[src/rtl/iohc_pkg.sv]
// constants for the internal-oscillator halt standby controller
// assumes a single 200 MHz clock and a synchronous active-high reset
package iohc_pkg;
    // count clock selections seen by the gating logic
    localparam logic [1:0] TMR16_CLK_WATCH_INT = 2'h1;
    localparam logic [1:0] TMR8_CLK_EXT_INPUT = 2'h1;
    localparam logic [1:0] TMR8_CLK_T16_CMP = 2'h2;
    localparam logic [1:0] CMPT_CLK_OSC_DIV2048 = 2'h3;
    localparam logic [1:0] WT_CLK_SUBCLOCK = 2'h1;
    // number of timer8 units gated here
    localparam int TIMER8_UNITS = 2;
    // priority level width of the interrupt controller
    localparam int PRIO_W = 3;
    // operating modes of the clock system
    typedef enum logic [1:0] {
        IOHC_NORMAL,
        IOHC_OSC_RUN,
        IOHC_OSC_HALT
    } iohc_mode_t;
    // what the cpu does after a wake-up
    localparam logic [1:0] RESUME_NONE = 2'h0;
    localparam logic [1:0] RESUME_NEXT = 2'h1;
    localparam logic [1:0] RESUME_BRANCH = 2'h2;
endpackage

[src/rtl/iohc_ctrl.sv]
// halt standby controller for internal-oscillator clock operation
// assumes cpu pulses halt_exec_i and interrupt controller reports requests
// Summary of operation
// - halt instruction in oscillator mode enters halt
// - cpu clock gated; internal oscillator keeps running
// - execution stops, ram contents held
// - main oscillator stops; sub/osc/ext peripherals run
// - pending unmasked request releases halt at once
// - interrupt release resumes oscillator clock mode
// - reset release returns to normal mode
// - nmi or unmasked maskable request ends halt
// - lower priority in handler: release, keep pending
// - higher priority or nmi in handler: acknowledge
// - nmi release branches regardless of enable state
// - maskable release: disabled next, enabled branch/next
// - timer16 unit one runs on subclock watch interrupt
// - timer8 runs on external input or t16 compare
// - compact timer one runs only on osc/2048
// - watch timer runs only from selected subclock
module iohc_ctrl (
    input wire logic clk_i,
    input wire logic srst_i,
    input wire logic osc_mode_req_i,
    input wire logic main_clock_ok_i,
    input wire logic halt_exec_i,
    input wire logic nmi_req_i,
    input wire logic mask_req_i,
    input wire logic [iohc_pkg::PRIO_W-1:0] mask_req_prio_i,
    input wire logic in_service_i,
    input wire logic [iohc_pkg::PRIO_W-1:0] service_prio_i,
    input wire logic interrupts_enabled_state_i,
    input wire logic subclock_used_i,
    input wire logic [1:0] timer16_unit_one_clk_sel_i,
    input wire logic [1:0] watch_timer_clk_sel_i,
    input wire logic [1:0] timer8_clk_sel_i [iohc_pkg::TIMER8_UNITS],
    input wire logic [1:0] compact_timer_one_clk_sel_i,
    output logic [1:0] mode_o,
    output logic halted_o,
    output logic cpu_clk_en_o,
    output logic main_osc_en_o,
    output logic internal_osc_en_o,
    output logic subclock_osc_en_o,
    output logic ram_write_block_o,
    output logic wake_o,
    output logic wake_ack_o,
    output logic [1:0] resume_action_o,
    output logic rom_correction_run_o,
    output logic first_16bit_timer_run_o,
    output logic timer16_unit_zero_run_o,
    output logic timer16_unit_one_run_o,
    output logic [iohc_pkg::TIMER8_UNITS-1:0] timer8_run_o,
    output logic compact_timer_zero_run_o,
    output logic compact_timer_one_run_o,
    output logic watch_timer_run_o,
    output logic watchdog_one_run_o,
    output logic intc_run_o
);
    // a request wakes if non-maskable or unmasked maskable
    function automatic logic wake_source(input logic nmi, input logic mreq);
        wake_source = nmi | mreq;
    endfunction

    // a unit stopped by halt unless its clock source survives it;
    // also used with keep tied low for units that always stop
    function automatic logic gate_run(input logic halt_now,
        input logic keep);
        gate_run = !halt_now | keep;
    endfunction

    // timer8 keeps counting on its external input, or on the timer16
    // unit one compare while that unit is itself still running
    function automatic logic t8_keep(input logic [1:0] sel,
        input logic sub, input logic t16_run);
        t8_keep = sel == iohc_pkg::TMR8_CLK_EXT_INPUT ||
            (sub && t16_run && sel == iohc_pkg::TMR8_CLK_T16_CMP);
    endfunction

    iohc_pkg::iohc_mode_t mode, next_mode;
    logic halted, next_halted;
    logic wake, next_wake;
    logic wake_ack, next_wake_ack;
    logic [1:0] resume, next_resume;
    logic ack_now;
    logic t16_one_run;
    logic [iohc_pkg::TIMER8_UNITS-1:0] t8_run;
    // handler context captured at halt entry
    logic svc_held, next_svc_held;
    logic [iohc_pkg::PRIO_W-1:0] svc_prio_held, next_svc_prio_held;
    logic halt_take;
    logic prio_higher;
    // clock sources that survive the halt
    logic t16_keep;
    logic watch_keep;
    logic cmpt_keep;

    // halt is taken only in osc run; a halt pulse in normal mode or
    // while already halted is ignored, so a stray second pulse cannot
    // overwrite the captured handler context
    assign halt_take = mode == iohc_pkg::IOHC_OSC_RUN && halt_exec_i;

    // service context of the handler that ran the halt; the cpu is
    // frozen while halted, so the copy taken on entry decides whether
    // a later request is acknowledged
    always_comb
    begin
        next_svc_held = svc_held;
        next_svc_prio_held = svc_prio_held;
        if (halt_take)
        begin
            next_svc_held = in_service_i;
            next_svc_prio_held = service_prio_i;
        end
    end

    // context registers; cleared by reset so a fresh halt after reset
    // is treated as outside any handler until captured
    always_ff @(posedge clk_i)
    begin
        if (srst_i)
        begin
            svc_held <= 1'b0;
            svc_prio_held <= '0;
        end
        else
        begin
            svc_held <= next_svc_held;
            svc_prio_held <= next_svc_prio_held;
        end
    end

    // lower level value is the more urgent request; equal levels
    // count as not higher
    assign prio_higher = mask_req_prio_i < svc_prio_held;

    // acknowledge when not nested, or nmi, or higher priority; an
    // equal or lower level only wakes the cpu and stays pending for
    // the interrupt controller to present again later
    always_comb
    begin
        ack_now = nmi_req_i;
        if (mask_req_i && (!svc_held || prio_higher))
        begin
            ack_now = 1'b1;
        end
    end

    // mode sequencing; reset always lands in normal mode
    always_comb
    begin
        next_mode = mode;
        next_halted = halted;
        next_wake = 1'b0;
        next_wake_ack = 1'b0;
        next_resume = resume;
        case (mode)
            iohc_pkg::IOHC_NORMAL:
            begin
                // halt pulses are refused in normal mode
                if (osc_mode_req_i)
                begin
                    next_mode = iohc_pkg::IOHC_OSC_RUN;
                end
            end
            iohc_pkg::IOHC_OSC_RUN:
            begin
                next_resume = iohc_pkg::RESUME_NONE;
                if (halt_exec_i)
                begin
                    // enter even with a request pending; leave next cycle
                    next_mode = iohc_pkg::IOHC_OSC_HALT;
                    next_halted = 1'b1;
                end
                // back to normal only once the main oscillator is stable
                else if (!osc_mode_req_i && main_clock_ok_i)
                begin
                    next_mode = iohc_pkg::IOHC_NORMAL;
                end
            end
            iohc_pkg::IOHC_OSC_HALT:
            begin
                if (wake_source(nmi_req_i, mask_req_i))
                begin
                    next_mode = iohc_pkg::IOHC_OSC_RUN;
                    next_halted = 1'b0;
                    next_wake = 1'b1;
                    // lower priority wakes but stays pending
                    next_wake_ack = ack_now;
                    // nmi always branches; a maskable one branches only
                    // when enabled and acknowledged, else next instruction
                    if (nmi_req_i)
                    begin
                        next_resume = iohc_pkg::RESUME_BRANCH;
                    end
                    else if (interrupts_enabled_state_i && ack_now)
                    begin
                        next_resume = iohc_pkg::RESUME_BRANCH;
                    end
                    else
                    begin
                        next_resume = iohc_pkg::RESUME_NEXT;
                    end
                end
            end
            // unused encoding recovers to normal mode
            default:
            begin
                next_mode = iohc_pkg::IOHC_NORMAL;
                next_halted = 1'b0;
            end
        endcase
    end

    // state registers; reset ends halt straight into normal mode, with no wake pulse
    always_ff @(posedge clk_i)
    begin
        if (srst_i)
        begin
            mode <= iohc_pkg::IOHC_NORMAL;
            halted <= 1'b0;
            wake <= 1'b0;
            wake_ack <= 1'b0;
            resume <= iohc_pkg::RESUME_NONE;
        end
        else
        begin
            mode <= next_mode;
            halted <= next_halted;
            wake <= next_wake;
            wake_ack <= next_wake_ack;
            resume <= next_resume;
        end
    end

    // which halt-surviving clock sources feed each gated unit; the
    // selections are read live, so they must be settled before halt
    always_comb
    begin
        t16_keep = subclock_used_i &&
            timer16_unit_one_clk_sel_i == iohc_pkg::TMR16_CLK_WATCH_INT &&
            watch_timer_clk_sel_i == iohc_pkg::WT_CLK_SUBCLOCK;
        watch_keep = subclock_used_i &&
            watch_timer_clk_sel_i == iohc_pkg::WT_CLK_SUBCLOCK;
        cmpt_keep = compact_timer_one_clk_sel_i ==
            iohc_pkg::CMPT_CLK_OSC_DIV2048;
    end

    // timer16 unit one counts the watch interrupt, which itself only
    // survives halt when the watch timer runs from the subclock
    assign t16_one_run = gate_run(halted, t16_keep);

    // each timer8 unit judged on its own count clock selection
    genvar g;
    generate
        for (g = 0; g < iohc_pkg::TIMER8_UNITS; g = g + 1)
        begin : g_t8
            assign t8_run[g] = gate_run(halted,
                t8_keep(timer8_clk_sel_i[g], subclock_used_i,
                t16_one_run));
        end
    endgenerate

    // every run enable below except intc_run_o is decoded from the halted register, so
    // every unit that halt stops does so on the same edge as the cpu clock and restarts
    // on the wake edge

    // mode and status, both straight from registers
    // so the cpu core sees no decode delay
    assign mode_o = mode;
    assign halted_o = halted;

    // halt gates the cpu clock and ram writes; the internal oscillator never stops
    assign cpu_clk_en_o = gate_run(halted, 1'b0);
    assign ram_write_block_o = halted;
    assign internal_osc_en_o = 1'b1;

    // main oscillator stops only while halted; osc run keeps it up so
    // that the return to normal mode need not wait for a restart
    assign main_osc_en_o = gate_run(halted, 1'b0);
    assign subclock_osc_en_o = subclock_used_i;
    assign intc_run_o = 1'b1;

    // wake-up report to the cpu core; wake and ack pulse one cycle,
    // resume holds until the next osc run cycle
    assign wake_o = wake;
    assign wake_ack_o = wake_ack;
    assign resume_action_o = resume;

    // units with no clock source that survives the halt; they pick
    // up from their held state on the wake edge
    assign rom_correction_run_o = gate_run(halted, 1'b0);
    assign first_16bit_timer_run_o = gate_run(halted, 1'b0);
    assign timer16_unit_zero_run_o = gate_run(halted, 1'b0);
    assign compact_timer_zero_run_o = gate_run(halted, 1'b0);
    assign watchdog_one_run_o = gate_run(halted, 1'b0);

    // units whose count clock may survive the halt; outside halt
    // all of them run
    assign timer16_unit_one_run_o = t16_one_run;
    assign timer8_run_o = t8_run;
    assign compact_timer_one_run_o = gate_run(halted, cmpt_keep);
    assign watch_timer_run_o = gate_run(halted, watch_keep);
endmodule

[config.mk]
export PLATFORM = sky130hd
export DESIGN_NAME = iohc_ctrl
export DESIGN_NICKNAME = d
export VERILOG_FILES = /design/src/rtl/iohc_pkg.sv /design/src/rtl/iohc_ctrl.sv
export SDC_FILE = /design/constraint.sdc
export NUM_CORES = 1
export LEC_CHECK = 0
export BUFFER_PORTS_ARGS = -buffer_cell sky130_fd_sc_hd__buf_2
export CAP_MARGIN = 40
export CORE_UTILIZATION = 36
export DETAILED_ROUTE_END_ITERATION = 6
export PLACE_DENSITY = 0.79
export RECOVER_POWER = 25
export SLEW_MARGIN = 10
export SYNTH_ARGS = -nofsm -noshare
export SYNTH_HDL_FRONTEND = slang
export SYNTH_SLANG_ARGS = --single-unit
[constraint.sdc]
create_clock -name clk_i -period 1.37 [get_ports clk_i]
set_clock_uncertainty 0.2 [all_clocks]
set_input_delay 0.3425 -clock clk_i [delete_from_list [all_inputs] [get_ports clk_i]]
set_output_delay 0.3425 -clock clk_i [all_outputs]
set_load 0.05 [all_outputs]
==> out/results.ini, run 1 <==
[synthesis]
synth-seq-cells = 11
synth_area_leaders = dfxtp_1 31%, buf_4 10%, mux2i_1 7.0%, nand2b_1 7.0%, nor2_1 3.7%
netlist_area_um2 = 718
seq_area_frac_synth_pct = 30.7
synth_cell_types = 32
synthCells = 84
syn_area_per_cell_um2 = 8.55
ys_warn_count = 0
synth_area_leader_cell = dfxtp_1
yosys.area.top_type_share_pct = 30.7

[setup_path]
startpoint = timer16_unit_one_clk_sel_i[1]
crit_arrival_ns = 1.26
cp_max_fo = 2
cp.required_ns = 0.83
critPathLaunchType = primary input
critPathSlowestCell = buf_4
cp-end-kind = primary output
reg2reg_from = mode_o[1]
cp_cell_sequence = buf_6 > nand2b_4 > nor3b_2 > nand2_1 > o211ai_1 > buf_4
path_class = primary input to primary output
slowest_delay_ns = 0.23

[clocking]
root_buffer = clkbuf_4
clk_pin_slew_ns = 0.07
hold_buffers = 0
insertion_delay_ns = 0.27
cts-buffers-inserted = 3
cts.sinks = 11
clk_path_buf_depth = 2
htree_levels = 1
cts_tree = built

[pwr]
power-per-cell-area_nw_per_um2 = 803
power.total_mw = 0.966
vdd_ir_drop_max_v = 0.000582
leakage_nw = 0.572

[timing]
grt_setup_unrepaired = yes
slew_viol_final = 0
period_share_pct = 132
hold_violations = 0
fin_ws_ns = -0.434
period_minus_slack_ns = 1.80
max_freq_mhz = 554
setup_viol = 17

[detailed_routing]
routedWlPerCell_um = 11.8
drtPass1Iterations = 2
wl_um = 1870
num_vias = 764
drt_drc_violations_left = 0
drt-vias-per-instance = 4.84
drt_iter0_drc = 8
postRouteAntennaNets = 0

[floorplan]
row_count = 15
start_util_pct = 39.9
die_width_um = 46.7
dieArea_um2 = 2180
core_um2 = 1800
ios = 49
die_h_um = 46.7

[placement]
port_buffers = 46
dp.cells = 146
dp_slack_ns = -0.465
globalplace.congestion = 0.770
dp_hpwl_um = 1310

[layout]
nFillCells = 167
diodes = 0
final_nets = 162
area_delta_synth_final_pct = 67.4
drive_gt1_share_pct = 59.4
post-route-util_pct = 66.7
final_cells = 158
layout_commonest_cell = buf_2
final_cell_mix = 25 x buf_2, 14 x buf_6, 12 x buf_4

[grt]
antenna_found_initial = 0
grt_pass1_wl_um = 2680
globalRouteOverflowTotal = 0
grt_pass1_vias = 716
grt_max_degree = 10
grt_usage_pct = 17.1

[status]
violations = negative setup slack
status = complete, but fails checks

[run]
cap_violations = 0

[worst_hold_path]
min_path_type = primary input to flip-flop
hold_start = service_prio_i[1]

[registers in the layout (all words and copies together) (netlist names)]
| register | cells |
|---|---|
| wake_ack_o | 1 |
| halted_o | 1 |
| svc_prio_held | 3 |
| resume_action_o | 2 |
| wake_o | 1 |
| mode_o | 2 |
| svc_held | 1 |
[synthesized netlist by cell type, drive strengths merged]
master and number:
a211o 2, a21oi 4, a31oi 1, and3 1, buf 12, clkbuf 1
conb 1, dfxtp 11, ha 2, inv 4, mux2i 5, nand2 5
nand2b 9, nand3b 2, nor2 8, nor2b 1, nor3 1, nor3b 2
o211ai 3, o21a 1, o21ai 3, o2bb2ai 2, o31ai 1, o32ai 1
or3 1
[stage by stage]
step | setup TNS (ns) | area [um2] | hold WS [ns]
after detailed placement | -1.84 | 962 | 0.287
after global placement | -1.63 | 962 | 0.280
after CTS | -3.11 | 1220 | 0.0817
after floorplan | -3.59 | 800 | 0.246
final | -3.54 | 1200 | 0.106
after global routing | -4.88 | 1200 | 0.106
[layout make-up]
class	instances	area, um2	area share (%)
flip-flops and latches	11	233	19.4
clock buffers	4	26.3	2.19
inverters	4	18.8	1.56
repair buffers	57	463	38.5
multi-input cells	57	430	35.8
well taps	25	31.3	2.60
[layer usage]
layer | share of wire, % | up-vias | GRT usage [%]
met5 | 0 | - | 0
met1 | 40 | 339 | 17.5
met3 | 8.5 | 2 | 1.96
li1 | - | 378 | -
met4 | 0.48 | 0 | 6.86
met2 | 51 | 45 | 33.9
[power breakdown]
group	internal, mW	switching, mW	total [mW]
combinational	0.170	0.233	0.403
clock	0.113	0.104	0.217
sequential	0.333	0.0131	0.347
[cells by family after synthesis]
logic type                 Yosys count  synth area share, %
AOI/OAI and AO/OA                   18                 17.2
and+or+nand+nor                     30                 25.6
DFF                                 11                 30.7
other                                1                0.522
buffers and inverters               17                 15.5
muxes                                5                 6.97
adders and majority gates            2                 3.48
[critical path: cells and delay by family]
family / cells / cell delay (ns)
and+or+nand+nor: 3 / 0.41
buffers and inverters: 2 / 0.32
AOI/OAI and AO/OA: 1 / 0.19
[repair_timing]
item	CTS	global route
hold endpoints to repair	0	0
setup endpoints to repair	23	19
pin swaps	5	2
cloned	0	0
buffers inserted	8	0
gates resized for setup	50	5
[final timing paths]
kind / to / cells after the start / slack, ns
setup / recovery: timer8_run_o[0] / 6 / -0.43
hold / removal: svc_prio_held[1] / 3 / 0.11
setup reg to reg: resume_action_o[0] / 5 / -0.23
hold reg to reg: svc_prio_held[1] / 2 / 0.30
Note: power is estimated with default switching activity, not from simulation.
==> run 2, diff against run 1 <==
--- a/config.mk
+++ b/config.mk
@@ -9,8 +9,10 @@
 export CAP_MARGIN = 40
 export CORE_UTILIZATION = 36
 export DETAILED_ROUTE_END_ITERATION = 6
+export GPL_ROUTABILITY_DRIVEN = 0
 export PLACE_DENSITY = 0.79
 export RECOVER_POWER = 25
+export SETUP_SLACK_MARGIN = 0.4
 export SLEW_MARGIN = 10
 export SYNTH_ARGS = -nofsm -noshare
 export SYNTH_HDL_FRONTEND = slang
==> run 2 against run 1 <==
Effect of this change: the flow still finishes with violations (negative setup slack); sequential share of layout area down 1.2 points; first-iteration DRC count shrank 38%; core utilization up 8.3 points; wire length rose by 12%; die area unchanged; non-clock buffer count increased by 3; sequential power fell by 1%; clock-buffer cell count unchanged; cell count is 1.9% higher; critical path depth did not move; global-route usage increased by 2.4 points.
==> out/results.ini, run 2 (same netlist as run 1, synthesis figures left out) <==
[status]
status = complete, but fails checks
violations = negative setup slack

[layout]
final_cell_mix = 23 x buf_2, 15 x buf_6, 13 x buf_8
drive_gt1_share_pct = 66.9
layout_commonest_cell = buf_2
diodes = 0
post-route-util_pct = 75.1
final_cells = 161
area_delta_synth_final_pct = 88.3
final_nets = 165
largest_register_ffs = 3
largest_register = svc_prio_held
nFillCells = 137

[pwr]
vdd_ir_drop_max_v = 0.000561
pwr-share-clk_pct = 21.7
switching_share_pct = 37.0
p_sw_mw = 0.373
comb_power_share_pct = 44.4
p_seq_share_pct = 33.8
power-per-cell-area_nw_per_um2 = 747
leakage_nw = 0.607
p_int_mw = 0.637

[setup_path]
cp-end-kind = primary output
path_class = primary input to primary output
r2r-end = resume_action_o[1]
critPathLaunchType = primary input
crit_arrival_ns = 1.24
r2r_slack_ns = -0.12
ff2ff_path_depth = 4
worstSetupEndpoint = timer8_run_o[0]
reg2reg_from = mode_o[0]
cp.required_ns = 0.83
cp_max_fo = 2
startpoint = timer16_unit_one_clk_sel_i[1]

[grt]
antenna_found_initial = 0
grt_pass1_wl_um = 3000
globalRouteOverflowTotal = 0
grt_max_degree = 10
grt_usage_pct = 19.5
grt_pass1_vias = 777

[floorplan]
core_um2 = 1800
row_count = 15
die_h_um = 46.7
dieArea_um2 = 2180
start_util_pct = 39.9
ios = 49
die_width_um = 46.7

[detailed_routing]
postRouteAntennaNets = 0
num_vias = 758
drt_drc_violations_left = 0
drt-vias-per-instance = 4.71
drt_iter0_drc = 5
wl_um = 2090
drtPass1Iterations = 3
routedWlPerCell_um = 13.0

[timing]
max_freq_mhz = 560
setup_viol = 18
fin_ws_ns = -0.416
period_minus_slack_ns = 1.79
period_share_pct = 130
slew_viol_final = 0
tns_ns = -3.99
hold_violations = 0
grt_setup_unrepaired = yes
fin_hold_ws_ns = 0.103

[clocking]
cts.sinks = 11
clk_path_buf_depth = 2
clk_pin_slew_ns = 0.07
htree_levels = 1
root_buffer = clkbuf_4
cts-buffers-inserted = 3
insertion_delay_ns = 0.26
cts_tree = built

[run]
cap_violations = 0

[placement]
dp_slack_ns = -0.439
dp.cells = 146
port_buffers = 46
dp_hpwl_um = 1290

[worst_hold_path]
min_path_type = primary input to flip-flop

run 2: cell types whose count changed in the layout (fill, tap and decap cells not counted), sizes merged:
cell / change
clkbuf: +1
buf: +2
run 2: worst max-delay path, cell delays in order:
cell      delay (ns)
buf_6           0.09
nand2b_4        0.13
nor3b_2         0.15
nand2_1         0.09
o211ai_1        0.20
buf_4           0.24
run 2: worst min path at each step:
| stage | start | end | slack (ns) | depth (start not counted) |
|---|---|---|---|---|
| global placement | svc_prio_held[2] | svc_prio_held[2] | 0.28 | 2 |
| detailed placement | svc_held | svc_held | 0.29 | 2 |
| finish | srst_i | wake_o | 0.10 | 2 |
| floorplan | nmi_req_i | resume_action_o[0] | 0.24 | 1 |
| CTS | srst_i | wake_o | 0.08 | 2 |
| global route | srst_i | wake_o | 0.10 | 2 |
run 2: power by group through the flow:
stage	combinational (mW)	clock, mW	sequential (mW)
final	0.449	0.219	0.342
after global placement	0.306	0	0.357
after floorplan	0.246	0	0.377
after global routing	0.471	0.241	0.344
after CTS	0.432	0.225	0.342
after detailed placement	0.311	0	0.358
run 2: per-stage QoR:
stage | power (mW) | cell area (um2)
finish | 1.01 | 1350
floorplan | 0.623 | 860
global route | 1.06 | 1350
CTS | 0.999 | 1330
detailed placement | 0.669 | 998
global placement | 0.663 | 998
run 2: area by class of cell:
| type | instances | area (um2) | share of cell area [%] |
|---|---|---|---|
| clock buffers | 4 | 26.3 | 1.94 |
| inverters | 4 | 18.8 | 1.39 |
| multi-input cells | 57 | 474 | 35.1 |
| flip-flops and latches | 11 | 245 | 18.1 |
| well taps | 25 | 31.3 | 2.31 |
| repair buffers | 60 | 557 | 41.2 |
run 2: metal layers:
layer  part of all wire, %  global-route usage, %  wire length, um
met5                     0                      0                0
met4                     0                   3.43                0
met3                   5.3                   3.53              111
met2                    55                   38.3             1150
met1                    40                   21.4              828
run 2: what timing repair did:
item / 4_1_cts / 5_1_grt
gates resized for setup: 68 / 9
endpoints found under the setup margin: 32 / 32
pin swaps: 8 / 6
hold buffers: 0 / 0
buffers inserted: 8 / 3
endpoints found under the hold margin: 0 / 0
==> run 3, diff against run 2 <==
--- a/config.mk
+++ b/config.mk
@@ -7,10 +7,10 @@
 export LEC_CHECK = 0
 export BUFFER_PORTS_ARGS = -buffer_cell sky130_fd_sc_hd__buf_2
 export CAP_MARGIN = 40
-export CORE_UTILIZATION = 36
+export CORE_UTILIZATION = 23
 export DETAILED_ROUTE_END_ITERATION = 6
 export GPL_ROUTABILITY_DRIVEN = 0
-export PLACE_DENSITY = 0.79
+export PLACE_DENSITY = 0.56
 export RECOVER_POWER = 25
 export SETUP_SLACK_MARGIN = 0.4
 export SLEW_MARGIN = 10
==> run 3 against run 2 <==
Effect of this change: the flow finishes with violations (design-rule violations, negative setup slack); global-route usage down 7.9 points; critical endpoint unchanged; total power shrank 0.48%; core utilization decreased by 28 points; final area unchanged; clock-buffer cell count is the same; sequential cell count stayed put.
==> out/results.ini, run 3 (same netlist as run 1, synthesis figures left out) <==
[clocking]
cts-buffers-inserted = 3
htree_levels = 1
root_buffer = clkbuf_4
cts_tree = built
insertion_delay_ns = 0.27
hold_buffers = 0
clk_path_buf_depth = 2
clk_pin_slew_ns = 0.07
cts.sinks = 11

[layout]
final_cells = 170
drive_gt1_share_pct = 65.5
post-route-util_pct = 47.4
final_cell_area_um2 = 1350
diodes = 0
largest_register_ffs = 3
final_cell_mix = 23 x buf_2, 16 x buf_6, 12 x buf_8
area_delta_synth_final_pct = 88.3
layout_commonest_cell = buf_2
nFillCells = 265
final_nets = 168
largest_register = svc_prio_held

[status]
violations = design-rule violations, negative setup slack
status = complete, but fails checks

[placement]
place_area_um2 = 998
port_buffers = 46
dp_hpwl_um = 1300
dp.cells = 151

[detailed_routing]
wl_um = 2000
drt-vias-per-instance = 4.64
drt_drc_violations_left = 6
routedWlPerCell_um = 11.8
drtPass1Iterations = 6
num_vias = 788
postRouteAntennaNets = 0
drt_iter0_drc = 21

[floorplan]
die_width_um = 57.9
core_um2 = 2850
ios = 49
row_count = 19
dieArea_um2 = 3350
die_h_um = 57.9
start_util_pct = 25.2

[pwr]
power-per-cell-area_nw_per_um2 = 743
leakage_nw = 0.618
comb_power_share_pct = 43.3
vdd_ir_drop_max_v = 0.000508
switching_share_pct = 36.8
p_seq_share_pct = 34.3
p_sw_mw = 0.370
pwr-share-clk_pct = 22.4
p_int_mw = 0.635

[timing]
setup_viol = 18
grt_setup_unrepaired = yes
period_minus_slack_ns = 1.75
max_freq_mhz = 571
fin_ws_ns = -0.382
hold_violations = 0
tns_ns = -3.93
period_share_pct = 128
slew_viol_final = 0
fin_hold_ws_ns = 0.103

[setup_path]
worstSetupEndpoint = timer8_run_o[0]
cp-end-kind = primary output
cp_max_fo = 2
critPathLaunchType = primary input
crit_arrival_ns = 1.21
ff2ff_path_depth = 5
cp.required_ns = 0.83
reg2reg_from = mode_o[1]
startpoint = timer16_unit_one_clk_sel_i[1]
r2r_slack_ns = -0.19
r2r-end = resume_action_o[1]
path_class = primary input to primary output

[grt]
globalRouteOverflowTotal = 0
grt_max_degree = 10
grt_pass1_vias = 716
grt_pass1_wl_um = 3010
antenna_found_initial = 0
grt_usage_pct = 11.6

[run]
cap_violations = 0

[worst_hold_path]
min_path_type = primary input to flip-flop

[run 3: final cells by class]
cell class	instances	area, um2	share of cell area (%)
clock buffer	4	26.3	1.94
inverter	4	18.8	1.39
multi-input combinational	57	460	34.0
sequential	11	245	18.1
tap	31	38.8	2.87
timing repair buffer	63	563	41.6
[run 3: what timing repair did]
item | CTS | global route
gates resized for setup | 63 | 9
buffers inserted | 11 | 4
pin swaps | 8 | 4
endpoints found under the setup margin | 32 | 32
[run 3: metal layers]
layer	GRT usage, %	wire length (um)
met5	0	0
met4	3.06	14
met3	2.23	166
met2	22.7	1080
met1	12.5	743
[run 3: how the worst min path moves through the flow]
stage,startpoint,endpoint,cells after the start
global placement,svc_prio_held[2],svc_prio_held[2],2
global route,srst_i,wake_o,2
detailed placement,svc_held,svc_held,2
floorplan,nmi_req_i,resume_action_o[0],1
finish,in_service_i,svc_held,3
CTS,srst_i,wake_o,2
[run 3: worst max-delay path: stages]
cell      delay [ns]
buf_6           0.09
nand2b_4        0.13
nor3b_2         0.16
nand2_1         0.09
o211ai_1        0.17
buf_4           0.23
[run 3: metrics by stage]
stage	setup WS (ns)	total power [mW]
after global placement	-0.408	0.663
after floorplan	-0.656	0.623
after global routing	-0.475	1.06
after detailed placement	-0.453	0.667
final	-0.382	1.01
after CTS	-0.388	0.991
[run 3: power by group through the flow]
stage	sequential, mW	combinational (mW)	clock [mW]
detailed placement	0.358	0.309	0
floorplan	0.377	0.246	0
CTS	0.345	0.416	0.230
global placement	0.358	0.306	0
finish	0.345	0.435	0.225
global route	0.348	0.459	0.256
